**config.mk**
```make
export PLATFORM = sky130hd
export DESIGN_NAME = abmc_control
export DESIGN_NICKNAME = d
export VERILOG_FILES = /design/src/rtl/abmc_pkg.sv /design/src/rtl/abmc_prescaler.sv /design/src/rtl/abmc_control.sv
export VERILOG_INCLUDE_DIRS = /design/src /design/src/rtl
export SDC_FILE = /design/constraint.sdc
export NUM_CORES = 1
export LEC_CHECK = 0
export ABC_CLOCK_PERIOD_IN_PS = 5500
export BUFFER_PORTS_ARGS = -buffer_cell sky130_fd_sc_hd__buf_2
export CAP_MARGIN = 10
export CORE_MARGIN = 1
export CORE_UTILIZATION = 45
export CTS_BUF_LIST = sky130_fd_sc_hd__clkbuf_4
export CTS_CLUSTER_SIZE = 8
export DETAILED_ROUTE_END_ITERATION = 10
export GPL_TIMING_DRIVEN = 0
export SYNTH_ARGS = -nofsm -noshare
export SYNTH_HDL_FRONTEND = slang
export SYNTH_SLANG_ARGS = --single-unit
```
**constraint.sdc**
```tcl
create_clock -name clk -period 5.5 [get_ports clk]
set_input_delay 0.55 -clock clk [delete_from_list [all_inputs] [get_ports clk]]
set_output_delay 0.55 -clock clk [all_outputs]
set_load 0.05 [all_outputs]
```
**src/rtl/abmc_defines.svh**
```systemverilog
/*
  Constants for the converter bus and mode control block: decode, word offsets,
  field positions, reset values and sample timing.
  Assumes it is included by its bare name from the design files.
*/
`ifndef ABMC_DEFINES_SVH
`define ABMC_DEFINES_SVH

// ----------------------------------------
// Module base addresses
// ----------------------------------------
`define ABMC_BASE_NORMAL 24'hFFF700
`define ABMC_BASE_ALT 24'h7FF700

// ----------------------------------------
// Word offsets within the 32-word space
// ----------------------------------------
`define ABMC_W_MCR 5'h00
`define ABMC_W_TST 5'h01
`define ABMC_W_RSV0 5'h02
`define ABMC_W_PORT 5'h03
`define ABMC_W_CTL0 5'h04
`define ABMC_W_CTL1 5'h05
`define ABMC_W_STAT 5'h06
`define ABMC_W_RSV1 5'h07
`define ABMC_F_RJU 2'h1
`define ABMC_F_LJS 2'h2
`define ABMC_F_LJU 2'h3

// ----------------------------------------
// Field positions
// ----------------------------------------
`define ABMC_MCR_STOP 15
`define ABMC_MCR_FRZ_HI 14
`define ABMC_MCR_FRZ_LO 13
`define ABMC_CTL0_RES10 8
`define ABMC_CTL0_STS_HI 6
`define ABMC_CTL0_STS_LO 5
`define ABMC_CTL0_PRS_HI 4
`define ABMC_CTL0_PRS_LO 0
`define ABMC_CTL1_SCAN 6
`define ABMC_CTL1_MULT 5
`define ABMC_CTL1_S8CM 4
`define ABMC_CTL1_CHAN_HI 3
`define ABMC_CTL1_CHAN_LO 0

// ----------------------------------------
// Reset values and timing
// ----------------------------------------
`define ABMC_PRS_RST 5'h03
`define ABMC_STS_RST 2'h0
`define ABMC_SAMPLE_BASE 6'h04
`define ABMC_SAR_MSB 10'h200

`endif

```
**src/rtl/abmc_pkg.sv**
```systemverilog
/*
  Types shared by the converter bus and mode control block.
  Assumes the defines header is compiled alongside.
*/
package abmc_pkg;

    // Gray sequence along idle, sample, convert, advance.
    typedef enum logic [1:0] {
        ABMC_IDLE = 2'h0,
        ABMC_SAMPLE = 2'h1,
        ABMC_CONV = 2'h3,
        ABMC_NEXT = 2'h2
    } abmc_state_e;

    typedef enum logic [1:0] {
        ABMC_FRZ_IGNORE = 2'h0,
        ABMC_FRZ_RSV = 2'h1,
        ABMC_FRZ_FINISH = 2'h2,
        ABMC_FRZ_NOW = 2'h3
    } abmc_frz_e;

endpackage

```
**src/rtl/abmc_prescaler.sv**
```systemverilog
/*
  Two-stage converter clock prescaler: modulus counter then divide by two.
  Assumes en is low whenever the converter core is stopped or frozen.
*/
`timescale 1ns/1ps
`include "abmc_defines.svh"

module abmc_prescaler #(
    parameter int PW = 5
) (
    input wire logic clk,
    input wire logic resetn,
    input wire logic en,
    input wire logic [PW-1:0] prescaler_field,
    output logic tick_ff
);

    logic [PW-1:0] cnt_ff;
    logic half_ff;
    wire wrap = (cnt_ff >= prescaler_field);

    // Counter restarts whenever the core clock is gated off.
    always_ff @(posedge clk or negedge resetn) begin
        if (!resetn) begin
            cnt_ff <= '0;
            half_ff <= 1'b0;
            tick_ff <= 1'b0;
        end else if (!en) begin
            cnt_ff <= '0;
            half_ff <= 1'b0;
            tick_ff <= 1'b0;
        end else if (wrap) begin
            cnt_ff <= '0;
            half_ff <= ~half_ff;
            tick_ff <= half_ff;
        end else begin
            cnt_ff <= cnt_ff + 1'b1;
            tick_ff <= 1'b0;
        end
    end

endmodule

```
**src/rtl/abmc_control.sv**
```systemverilog
/*
  Bus slave, register space and conversion sequencing of the converter.
  Assumes a one-cycle bus request strobe and an external comparator that
  answers the current trial code within one converter clock.
*/
`timescale 1ns/1ps
`include "abmc_defines.svh"

module abmc_control #(
    parameter logic [23:0] ALT_BASE = `ABMC_BASE_ALT,
    parameter int NRES = 8
) (
    input wire logic clk,
    input wire logic resetn,
    input wire logic bus_sel,
    input wire logic bus_wr,
    input wire logic [23:0] bus_addr,
    input wire logic [15:0] bus_wdata,
    input wire logic module_map_bit,
    input wire logic freeze_in,
    input wire logic [7:0] digital_input_pins,
    input wire logic comp_hi,
    output logic bus_ack_ff,
    output logic [15:0] bus_rdata_ff,
    output logic [3:0] mux_chan_ff,
    output logic sample_ff,
    output logic [9:0] dac_code_ff,
    output logic core_run_ff,
    output logic frozen_ff
);

    // ----------------------------------------
    // Registers
    // ----------------------------------------
    logic stop_ff;
    logic [1:0] frz_ff;
    logic [15:0] tst_ff;
    logic res10_ff;
    logic [1:0] sts_ff;
    logic [4:0] prs_ff;
    logic scan_ff;
    logic mult_ff;
    logic s8cm_ff;
    logic [3:0] chan_ff;
    logic scf_ff;
    logic [7:0] ccf_ff;
    logic [2:0] idx_ff;
    logic [5:0] cnt_ff;
    logic [9:0] mask_ff;
    logic [9:0] sar_ff;
    logic [9:0] res_mem [0:NRES-1];
    abmc_pkg::abmc_state_e state_ff;
    abmc_pkg::abmc_state_e nxt_state;
    logic [2:0] nxt_idx;
    logic [5:0] nxt_cnt;
    logic [9:0] nxt_mask;
    logic [9:0] nxt_sar;
    logic nxt_scf;
    logic [7:0] nxt_ccf;
    logic store_en;
    logic tick;

    // ----------------------------------------
    // Bus decode
    // ----------------------------------------
    wire [23:0] base = module_map_bit ? `ABMC_BASE_NORMAL : ALT_BASE;
    wire hit = bus_sel && (bus_addr[23:6] == base[23:6]);
    wire [4:0] widx = bus_addr[5:1];
    wire wr = hit && bus_wr;
    wire wr_mcr = wr && (widx == `ABMC_W_MCR);
    wire wr_tst = wr && (widx == `ABMC_W_TST);
    wire wr_ctl0 = wr && (widx == `ABMC_W_CTL0);
    wire wr_ctl1 = wr && (widx == `ABMC_W_CTL1);
    wire busy = (state_ff != abmc_pkg::ABMC_IDLE);

    // ----------------------------------------
    // Freeze and core clock gating
    // ----------------------------------------
    wire at_boundary = (state_ff == abmc_pkg::ABMC_NEXT) || !busy;
    wire frz_now = (frz_ff == abmc_pkg::ABMC_FRZ_NOW);
    wire frz_fin = (frz_ff == abmc_pkg::ABMC_FRZ_FINISH);
    // The reserved code falls through as ignore.
    wire halt = freeze_in && (frz_now || (frz_fin && at_boundary));
    // Stop only gates the core; the bus side below never looks at it.
    wire run = !stop_ff && !halt && busy;
    wire step = tick && run;

    abmc_prescaler #(
        .PW(5)
    ) u_prescaler (
        .clk(clk),
        .resetn(resetn),
        .en(run),
        .prescaler_field(prs_ff),
        .tick_ff(tick)
    );

    // ----------------------------------------
    // Sequence parameters
    // ----------------------------------------
    wire [5:0] sample_len = `ABMC_SAMPLE_BASE + (6'h04 << sts_ff);
    wire sample_done = (cnt_ff == sample_len - 6'h01);
    wire [9:0] lsb_mask = res10_ff ? 10'h001 : 10'h004;
    wire [9:0] kept = comp_hi ? sar_ff : (sar_ff & ~mask_ff);
    wire [9:0] shr_mask = mask_ff >> 1;
    wire last_bit = (mask_ff == lsb_mask);
    wire [2:0] last_idx = s8cm_ff ? 3'h7 : 3'h3;
    wire [3:0] ch_blk = s8cm_ff ? {chan_ff[3], idx_ff} : {chan_ff[3:2], idx_ff[1:0]};
    // In single-channel mode the channel code passes unchanged to the mux; multichannel mode replaces its low bits with the index.
    wire [3:0] mux_sel = mult_ff ? ch_blk : chan_ff;

    // ----------------------------------------
    // Conversion sequencer
    // ----------------------------------------
    always_comb begin
        nxt_state = state_ff;
        nxt_idx = idx_ff;
        nxt_cnt = cnt_ff;
        nxt_mask = mask_ff;
        nxt_sar = sar_ff;
        nxt_scf = scf_ff;
        nxt_ccf = ccf_ff;
        store_en = 1'b0;
        if (step) begin
            case (state_ff)
                abmc_pkg::ABMC_SAMPLE: begin
                    if (sample_done) begin
                        nxt_state = abmc_pkg::ABMC_CONV;
                        nxt_cnt = 6'h00;
                        nxt_mask = `ABMC_SAR_MSB;
                        nxt_sar = `ABMC_SAR_MSB;
                    end else begin
                        nxt_cnt = cnt_ff + 6'h01;
                    end
                end
                abmc_pkg::ABMC_CONV: begin
                    if (last_bit) begin
                        nxt_sar = kept;
                        store_en = 1'b1;
                        nxt_ccf = ccf_ff | (8'h01 << idx_ff);
                        nxt_state = abmc_pkg::ABMC_NEXT;
                    end else begin
                        nxt_sar = kept | shr_mask;
                        nxt_mask = shr_mask;
                    end
                end
                abmc_pkg::ABMC_NEXT: begin
                    nxt_cnt = 6'h00;
                    if (idx_ff == last_idx) begin
                        nxt_scf = 1'b1;
                        nxt_idx = 3'h0;
                        nxt_state = scan_ff ? abmc_pkg::ABMC_SAMPLE
                                            : abmc_pkg::ABMC_IDLE;
                    end else begin
                        nxt_idx = idx_ff + 3'h1;
                        nxt_state = abmc_pkg::ABMC_SAMPLE;
                    end
                end
                default: begin
                    nxt_state = abmc_pkg::ABMC_IDLE;
                end
            endcase
        end
        if (wr_ctl0 || wr_ctl1) begin
            if (busy) begin
                nxt_scf = 1'b0;
                nxt_ccf = 8'h00;
            end
            nxt_state = abmc_pkg::ABMC_IDLE;
            store_en = 1'b0;
        end
        if (wr_ctl1) begin
            nxt_state = abmc_pkg::ABMC_SAMPLE;
            nxt_idx = 3'h0;
            nxt_cnt = 6'h00;
            nxt_scf = 1'b0;
            nxt_ccf = 8'h00;
        end
        if (stop_ff) begin
            nxt_state = abmc_pkg::ABMC_IDLE;
        end
    end

    // Without a step, a control write or stop, every sequence register holds: a freeze stalls
    // the sequence mid-conversion with ABMC_FRZ_NOW, after the conversion with ABMC_FRZ_FINISH, and it resumes on the next step.
    always_ff @(posedge clk or negedge resetn) begin
        if (!resetn) begin
            state_ff <= abmc_pkg::ABMC_IDLE;
            idx_ff <= 3'h0;
            cnt_ff <= 6'h00;
            mask_ff <= 10'h000;
            sar_ff <= 10'h000;
            scf_ff <= 1'b0;
            ccf_ff <= 8'h00;
        end else begin
            state_ff <= nxt_state;
            idx_ff <= nxt_idx;
            cnt_ff <= nxt_cnt;
            mask_ff <= nxt_mask;
            sar_ff <= nxt_sar;
            scf_ff <= nxt_scf;
            ccf_ff <= nxt_ccf;
        end
    end

    always_ff @(posedge clk or negedge resetn) begin
        if (!resetn) begin
            for (int i = 0; i < NRES; i++) begin
                res_mem[i] <= 10'h000;
            end
        end else if (store_en) begin
            res_mem[idx_ff] <= kept;
        end
    end

    // ----------------------------------------
    // Control registers
    // ----------------------------------------
    always_ff @(posedge clk or negedge resetn) begin
        if (!resetn) begin
            stop_ff <= 1'b1;
            frz_ff <= 2'h0;
            tst_ff <= 16'h0000;
        end else begin
            if (wr_mcr) begin
                stop_ff <= bus_wdata[`ABMC_MCR_STOP];
                frz_ff <= bus_wdata[`ABMC_MCR_FRZ_HI:`ABMC_MCR_FRZ_LO];
            end
            if (wr_tst) begin
                tst_ff <= bus_wdata;
            end
        end
    end

    always_ff @(posedge clk or negedge resetn) begin
        if (!resetn) begin
            res10_ff <= 1'b0;
            sts_ff <= `ABMC_STS_RST;
            prs_ff <= `ABMC_PRS_RST;
            scan_ff <= 1'b0;
            mult_ff <= 1'b0;
            s8cm_ff <= 1'b0;
            chan_ff <= 4'h0;
        end else begin
            if (wr_ctl0) begin
                res10_ff <= bus_wdata[`ABMC_CTL0_RES10];
                sts_ff <= bus_wdata[`ABMC_CTL0_STS_HI:`ABMC_CTL0_STS_LO];
                prs_ff <= bus_wdata[`ABMC_CTL0_PRS_HI:`ABMC_CTL0_PRS_LO];
            end
            if (wr_ctl1) begin
                scan_ff <= bus_wdata[`ABMC_CTL1_SCAN];
                mult_ff <= bus_wdata[`ABMC_CTL1_MULT];
                s8cm_ff <= bus_wdata[`ABMC_CTL1_S8CM];
                chan_ff <= bus_wdata[`ABMC_CTL1_CHAN_HI:`ABMC_CTL1_CHAN_LO];
            end
        end
    end

    // ----------------------------------------
    // Read data routing
    // ----------------------------------------
    wire [9:0] rv = res_mem[widx[2:0]];
    wire [15:0] r_rju = res10_ff ? {6'h00, rv} : {8'h00, rv[9:2]};
    wire [15:0] r_ljs = {~rv[9], rv[8:0], 6'h00};
    wire [15:0] r_lju = {rv, 6'h00};
    wire [15:0] r_mcr = {stop_ff, frz_ff, 13'h0000};
    wire [15:0] r_ctl0 = {7'h00, res10_ff, 1'b0, sts_ff, prs_ff};
    wire [15:0] r_ctl1 = {9'h000, scan_ff, mult_ff, s8cm_ff, chan_ff};
    wire [15:0] r_stat = {scf_ff, 4'h0, idx_ff, ccf_ff};
    wire [15:0] r_reg = (widx == `ABMC_W_MCR) ? r_mcr :
                        (widx == `ABMC_W_TST) ? tst_ff :
                        (widx == `ABMC_W_PORT) ? {8'h00, digital_input_pins} :
                        (widx == `ABMC_W_CTL0) ? r_ctl0 :
                        (widx == `ABMC_W_CTL1) ? r_ctl1 :
                        (widx == `ABMC_W_STAT) ? r_stat : 16'h0000;
    wire [15:0] r_res = (widx[4:3] == `ABMC_F_RJU) ? r_rju :
                        (widx[4:3] == `ABMC_F_LJS) ? r_ljs : r_lju;
    wire [15:0] rdata = (widx[4:3] == 2'h0) ? r_reg : r_res;

    // Every addressed cycle ends in one ack, stopped or not.
    always_ff @(posedge clk or negedge resetn) begin
        if (!resetn) begin
            bus_ack_ff <= 1'b0;
            bus_rdata_ff <= 16'h0000;
        end else begin
            bus_ack_ff <= hit;
            bus_rdata_ff <= (hit && !bus_wr) ? rdata : 16'h0000;
        end
    end

    // ----------------------------------------
    // Analog side outputs
    // ----------------------------------------
    always_ff @(posedge clk or negedge resetn) begin
        if (!resetn) begin
            mux_chan_ff <= 4'h0;
            sample_ff <= 1'b0;
            dac_code_ff <= 10'h000;
            core_run_ff <= 1'b0;
            frozen_ff <= 1'b0;
        end else begin
            mux_chan_ff <= mux_sel;
            sample_ff <= (nxt_state == abmc_pkg::ABMC_SAMPLE);
            dac_code_ff <= nxt_sar;
            core_run_ff <= run;
            frozen_ff <= halt && busy;
        end
    end
endmodule

```
### Word-level counts from Yosys, hierarchy flattened

Index checks and enable logic that the tools add are counted.

* word-level logic and storage cells: 172
* output and inout port bits: 34
* register bits: 185

* add/sub/neg operators: 5
* reductions and logical operators: 32
* shift operators: 2
* bitwise gates (word level): 8
* magnitude comparators: 4
* muxes and demuxes: 67
* equal/unequal tests: 20

Operators with widths (number)
* $mux W16: 10
* $bwmux W80: 1
* $mux W10: 8
* $mux W8: 6
* $pmux W10 S2: 2
* $bmux W10 S3: 1
* $demux W10 S3: 1
* $mux W24: 1
* $mux W3: 8
* $eq A18 B18 Y1: 1
* $mux W6: 3
* $mux W1: 16
* $eq A5 B3 Y1 const B: 3
* $logic_and A1 B1 Y1: 14
* $mux W2: 6
* $pmux W6 S2: 1
* $and A10 B10 Y10: 1
* $eq A10 B3 Y1: 1
* $eq A2 B2 Y1 const B: 5
* $mux W5: 2
* $not A10 Y10: 1
* $or A10 B9 Y10: 1
* $ge A4 B4 Y1 const B: 2
* $not A3 Y4: 2
* 28 further kinds: 41

### Longest topological paths before layout

* depth in word-level cells: 15
* depth in mapped cells: 9
* depth with buffers taken out: 8

### Cells and area by module

A second synthesis with hierarchy kept.

* cell total of the unflattened synthesis: 864
* area total of the unflattened synthesis: 9115.0 µm²

By module, submodules not included
* abmc_control: sequential area each 4458.0 µm², area an instance 8652.0 µm², instances 1, cells each 817
* abmc_prescaler: sequential area each 175.2 µm², area an instance 462.9 µm², instances 1, cells each 47

### Least setup slack after synthesis

OpenSTA, ideal clock, no wires.

* kind: in2reg
* from: input port bus_addr[6]
* to: register tst_ff[10]
* data arrival time: 2.439 ns
* data required time: 5.375 ns
* stages: 7
* slack: 2.936 ns
* setup time: 0.125 ns
* buffers on the path: 2
* cell sequence: nand4b_1 or4_1 clkbuf_1 nor4_1 nand2_1 buf_4 mux2_2

* cells in the longest elaborated chain, start to end: 4

Ends and longest elaborated chain
* from (decl): RTL line abmc_control.sv:17 `input wire logic [23:0] bus_addr,`
* $eq A18 B18 Y1: RTL line abmc_control.sv:67 `wire hit = bus_sel && (bus_addr[23:6] == base[23:6]);`
* $logic_and A1 B1 Y1: RTL line abmc_control.sv:67
* $logic_and A1 B1 Y1: RTL line abmc_control.sv:69 `wire wr = hit && bus_wr;`
* $logic_and A1 B1 Y1: RTL line abmc_control.sv:71 `` wire wr_tst = wr && (widx == `ABMC_W_TST); ``
* to (signal assigned): RTL line abmc_control.sv:230 `tst_ff <= bus_wdata;`
* to (decl): RTL line abmc_control.sv:37 `logic [15:0] tst_ff;`

No other way between the ends.
A chain may end at the register's enable or synchronous reset.

### Final worst setup path

* from: register mask_ff[3]
* to: register res_mem[0] (netlist bit)

* cells in the longest elaborated chain, start to end: 5

Ends and longest elaborated chain
* from (decl): RTL line abmc_control.sv:49 `logic [9:0] mask_ff;`
* from (signal assigned): RTL line abmc_control.sv:199 `mask_ff <= nxt_mask;`
* $eq A10 B3 Y1: RTL line abmc_control.sv:106 `wire last_bit = (mask_ff == lsb_mask);`
* $mux W1: RTL line abmc_control.sv:137 `if (last_bit) begin`
* $mux W1: RTL line abmc_control.sv:125 `case (state_ff)`
* $mux W1: RTL line abmc_control.sv:124 `if (step) begin`
* $mux W1: RTL line abmc_control.sv:164 `if (wr_ctl0 || wr_ctl1) begin`
* to (signal, indexed assignment): RTL line abmc_control.sv:212 `res_mem[idx_ff] <= kept;`
* to (decl): RTL line abmc_control.sv:51 `logic [9:0] res_mem [0:NRES-1];`

No other way between the ends.

==> impl_metrics.ini <==
[clock_network]
htree_levels = 4
cts-buffers-inserted = 17
clock-sinks = 185
clk_latency_ps = 590
cts_max_path_buffers = 2
cts_tree = yes
clk_transition_reported_paths_ps = 160
post_cts_buffers = 0
cts_root_buffer = clkbuf_4

[flow_run]
drv_cap = 0

[yosys]
async_reset_ff_share_pct = 100
synthTopCellsByArea = dfrtp_1 (50%), mux2_2 (14%), mux4_2 (5.0%), mux2i_1 (2.6%), nand2_1 (2.4%)
ys_top_cells_by_count = dfrtp_1 (182), mux2_2 (111), nand2_1 (58)
synth.avg_cell_area_um2 = 12.0
yosysWarningCount = 0
synth.largest_area_cell = dfrtp_1
synth_top_flop_cell = dfrtp_1
yosysTopAreaCellShare_pct = 50.5
yosysSeqAreaShare_pct = 51.3
synth_most_common_cell = dfrtp_1
synth-seq-cells = 185
ys_types = 66
synth-edff-count = 0
synth_nets = 821
synth_cells = 753
syn_area_um2 = 9030

[placement]
place.gp.congestion = 0.922
port_buffers = 86
dpl_cell_area_um2 = 9830
place_ws_ps = 2090
dp_hpwl_um = 16800
dpl.cell_count = 1105

[pwr]
peakVddDrop_v = 0.000122
clock_power_share_pct = 33.4
p_comb_share_pct = 5.0
p_per_area_nw_per_um2 = 218
switching_power_mw = 0.578
p_int_mw = 1.63
pwr-share-seq_pct = 61.6
power_mw = 2.21
swShare_pct = 26.2
p_leak_nw = 4.84

[routing]
first_iter_violations = 483
vias_per_cell = 5.64
ant_nets = 0
first_pass_iters = 7
wirelength_um = 23200
vias = 6425
post_drt_wl_per_cell_um = 20.4
drc = 0

[floorplanning]
fp.dieW_um = 144
pin_count = 89
rows = 51
die_area_um2 = 20600
fp.dieH_um = 144
core_um2 = 19600
initial_utilization_pct = 46.1

[worst_setup_path]
worst_setup_path_end_kind = flop
cp-start-kind = flop
crit_required_ps = 5970
crit_path_max_fanout = 10
crit_type = reg -> reg
arrival_ps = 3400

[timing]
fin_skew_ps = 19.9
relSlewSlack_pct = 24.3
finalCriticalPeriod_ps = 2920
max_clock_freq_ghz = 0.342
fin_tns_setup_ps = 0
whs_ps = 176
worst_slew_pin_slew_ps = 1130
grt_setup_unrepaired = false
min_period_over_period_pct = 53.2
slew_violations = 0
hold_viol_final = 0
fin_ws_ps = 2580
setup_viol = 0

[hold_path]
hp-class = in -> reg

[status]
status = finished clean

[grt]
antenna_found_initial = 1
grt_first_pass_wirelength_um = 36500
grt_usage_pct = 23.9
grt_pass1_vias = 6550
grt_max_degree = 119
overflow = 0

[cells_and_area]
layout-drive-gt1-share_pct = 31.8
fin_cells = 1139
fin_area_um2 = 10100
fin_util_pct = 51.6
syn_to_final_growth_pct = 12.0
nets = 928
==> cell usage in the layout (no fill, tap or decap), drive strengths merged, types with 13 or more instances in the layout <==
| cell | n |
|---|---|
| clkbuf | 43 |
| buf | 97 |
| nor3 | 16 |
| nor2 | 54 |
| a21oi | 32 |
| mux2 | 121 |
| mux4 | 20 |
| nand3 | 13 |
| inv | 33 |
| nand2 | 60 |
| dfrtp | 182 |
| o21ai | 34 |
| mux2i | 23 |
| ha | 13 |
==> sequential cells by signal (all words and copies together) (netlist names), 5 cells and up <==
name / count
mask_ff: 10
res_mem: 80
dac_code_ff: 10
u_prescaler.cnt_ff: 5
ccf_ff: 8
tst_ff: 16
bus_rdata_ff: 16
cnt_ff: 6
prs_ff: 5
==> repair_timing <==
item	4_1_cts	5_1_grt
hold buffers	1	0
resized for setup	0	0
endpoints found under the hold margin	64	0
==> worst paths after layout <==
kind / from / end / slack [ps] / cells past startpoint
setup / recovery: mask_ff[3] / res_mem[0] / 2580 / 6
hold / removal: bus_wdata[12] / tst_ff[12] / 180 / 2
min in group asynchronous: resetn / tst_ff[3] / 470 / 2
setup reg to reg: mask_ff[3] / res_mem[0] / 2580 / 6
hold reg to reg: chan_ff[3] / mux_chan_ff[3] / 450 / 0
max in group asynchronous: resetn / res_mem[56] / 4060 / 3
==> worst max-delay path, cell delays in order, from the launching register on <==
cell      delay (ps)
dfrtp_1          470
nor4_2           350
o211ai_1         290
or4_4            610
nor3_4           430
nand3_4          280
mux2_2           370
==> layer usage <==
| metal | track usage [%] | part of all wire (%) | vias up |
|---|---|---|---|
| li1 | - | - | 2934 |
| met4 | 9.46 | 2.6 | 0 |
| met5 | 0 | 0 | - |
| met1 | 31.9 | 45 | 3256 |
| met3 | 3.67 | 4.0 | 37 |
| met2 | 39.2 | 49 | 198 |
==> power groups by stage <==
stage               clock, mW  sequential, mW  combinational [mW]
floorplan                   0            1.39              0.0408
global placement            0            1.39               0.105
detailed placement          0            1.39               0.111
CTS                     0.756            1.36               0.112
global route            0.806            1.36               0.122
finish                  0.738            1.36               0.110
==> cell families (layout without fill, tap and decap cells) <==
family / after synthesis / count (layout) / synth area share [%]
other: 0 / 1 / 0
AO/OA/AOI/OAI: 123 / 123 / 8.59
multiplexers: 164 / 164 / 22.7
buffers and inverters: 64 / 184 / 2.76
flip-flops: 185 / 185 / 51.3
XOR/XNOR: 11 / 11 / 1.07
adder cells (fa/ha/maj): 13 / 13 / 1.80
AND/OR/NAND/NOR: 193 / 193 / 11.7
==> layout make-up <==
class                           instances  area (µm²)
Antenna cell                            1        2.50
Fill cell                            1743        9480
Buffer                                 36         144
Multi-Input combinational cell        504        4140
Timing Repair Buffer                   88         478
Sequential cell                       185        4630
Clock inverter                         15         144
Inverter                               28         105
Tap cell                              265         332
Clock buffer                           17         128
Note: power is estimated with default switching activity, not from simulation.
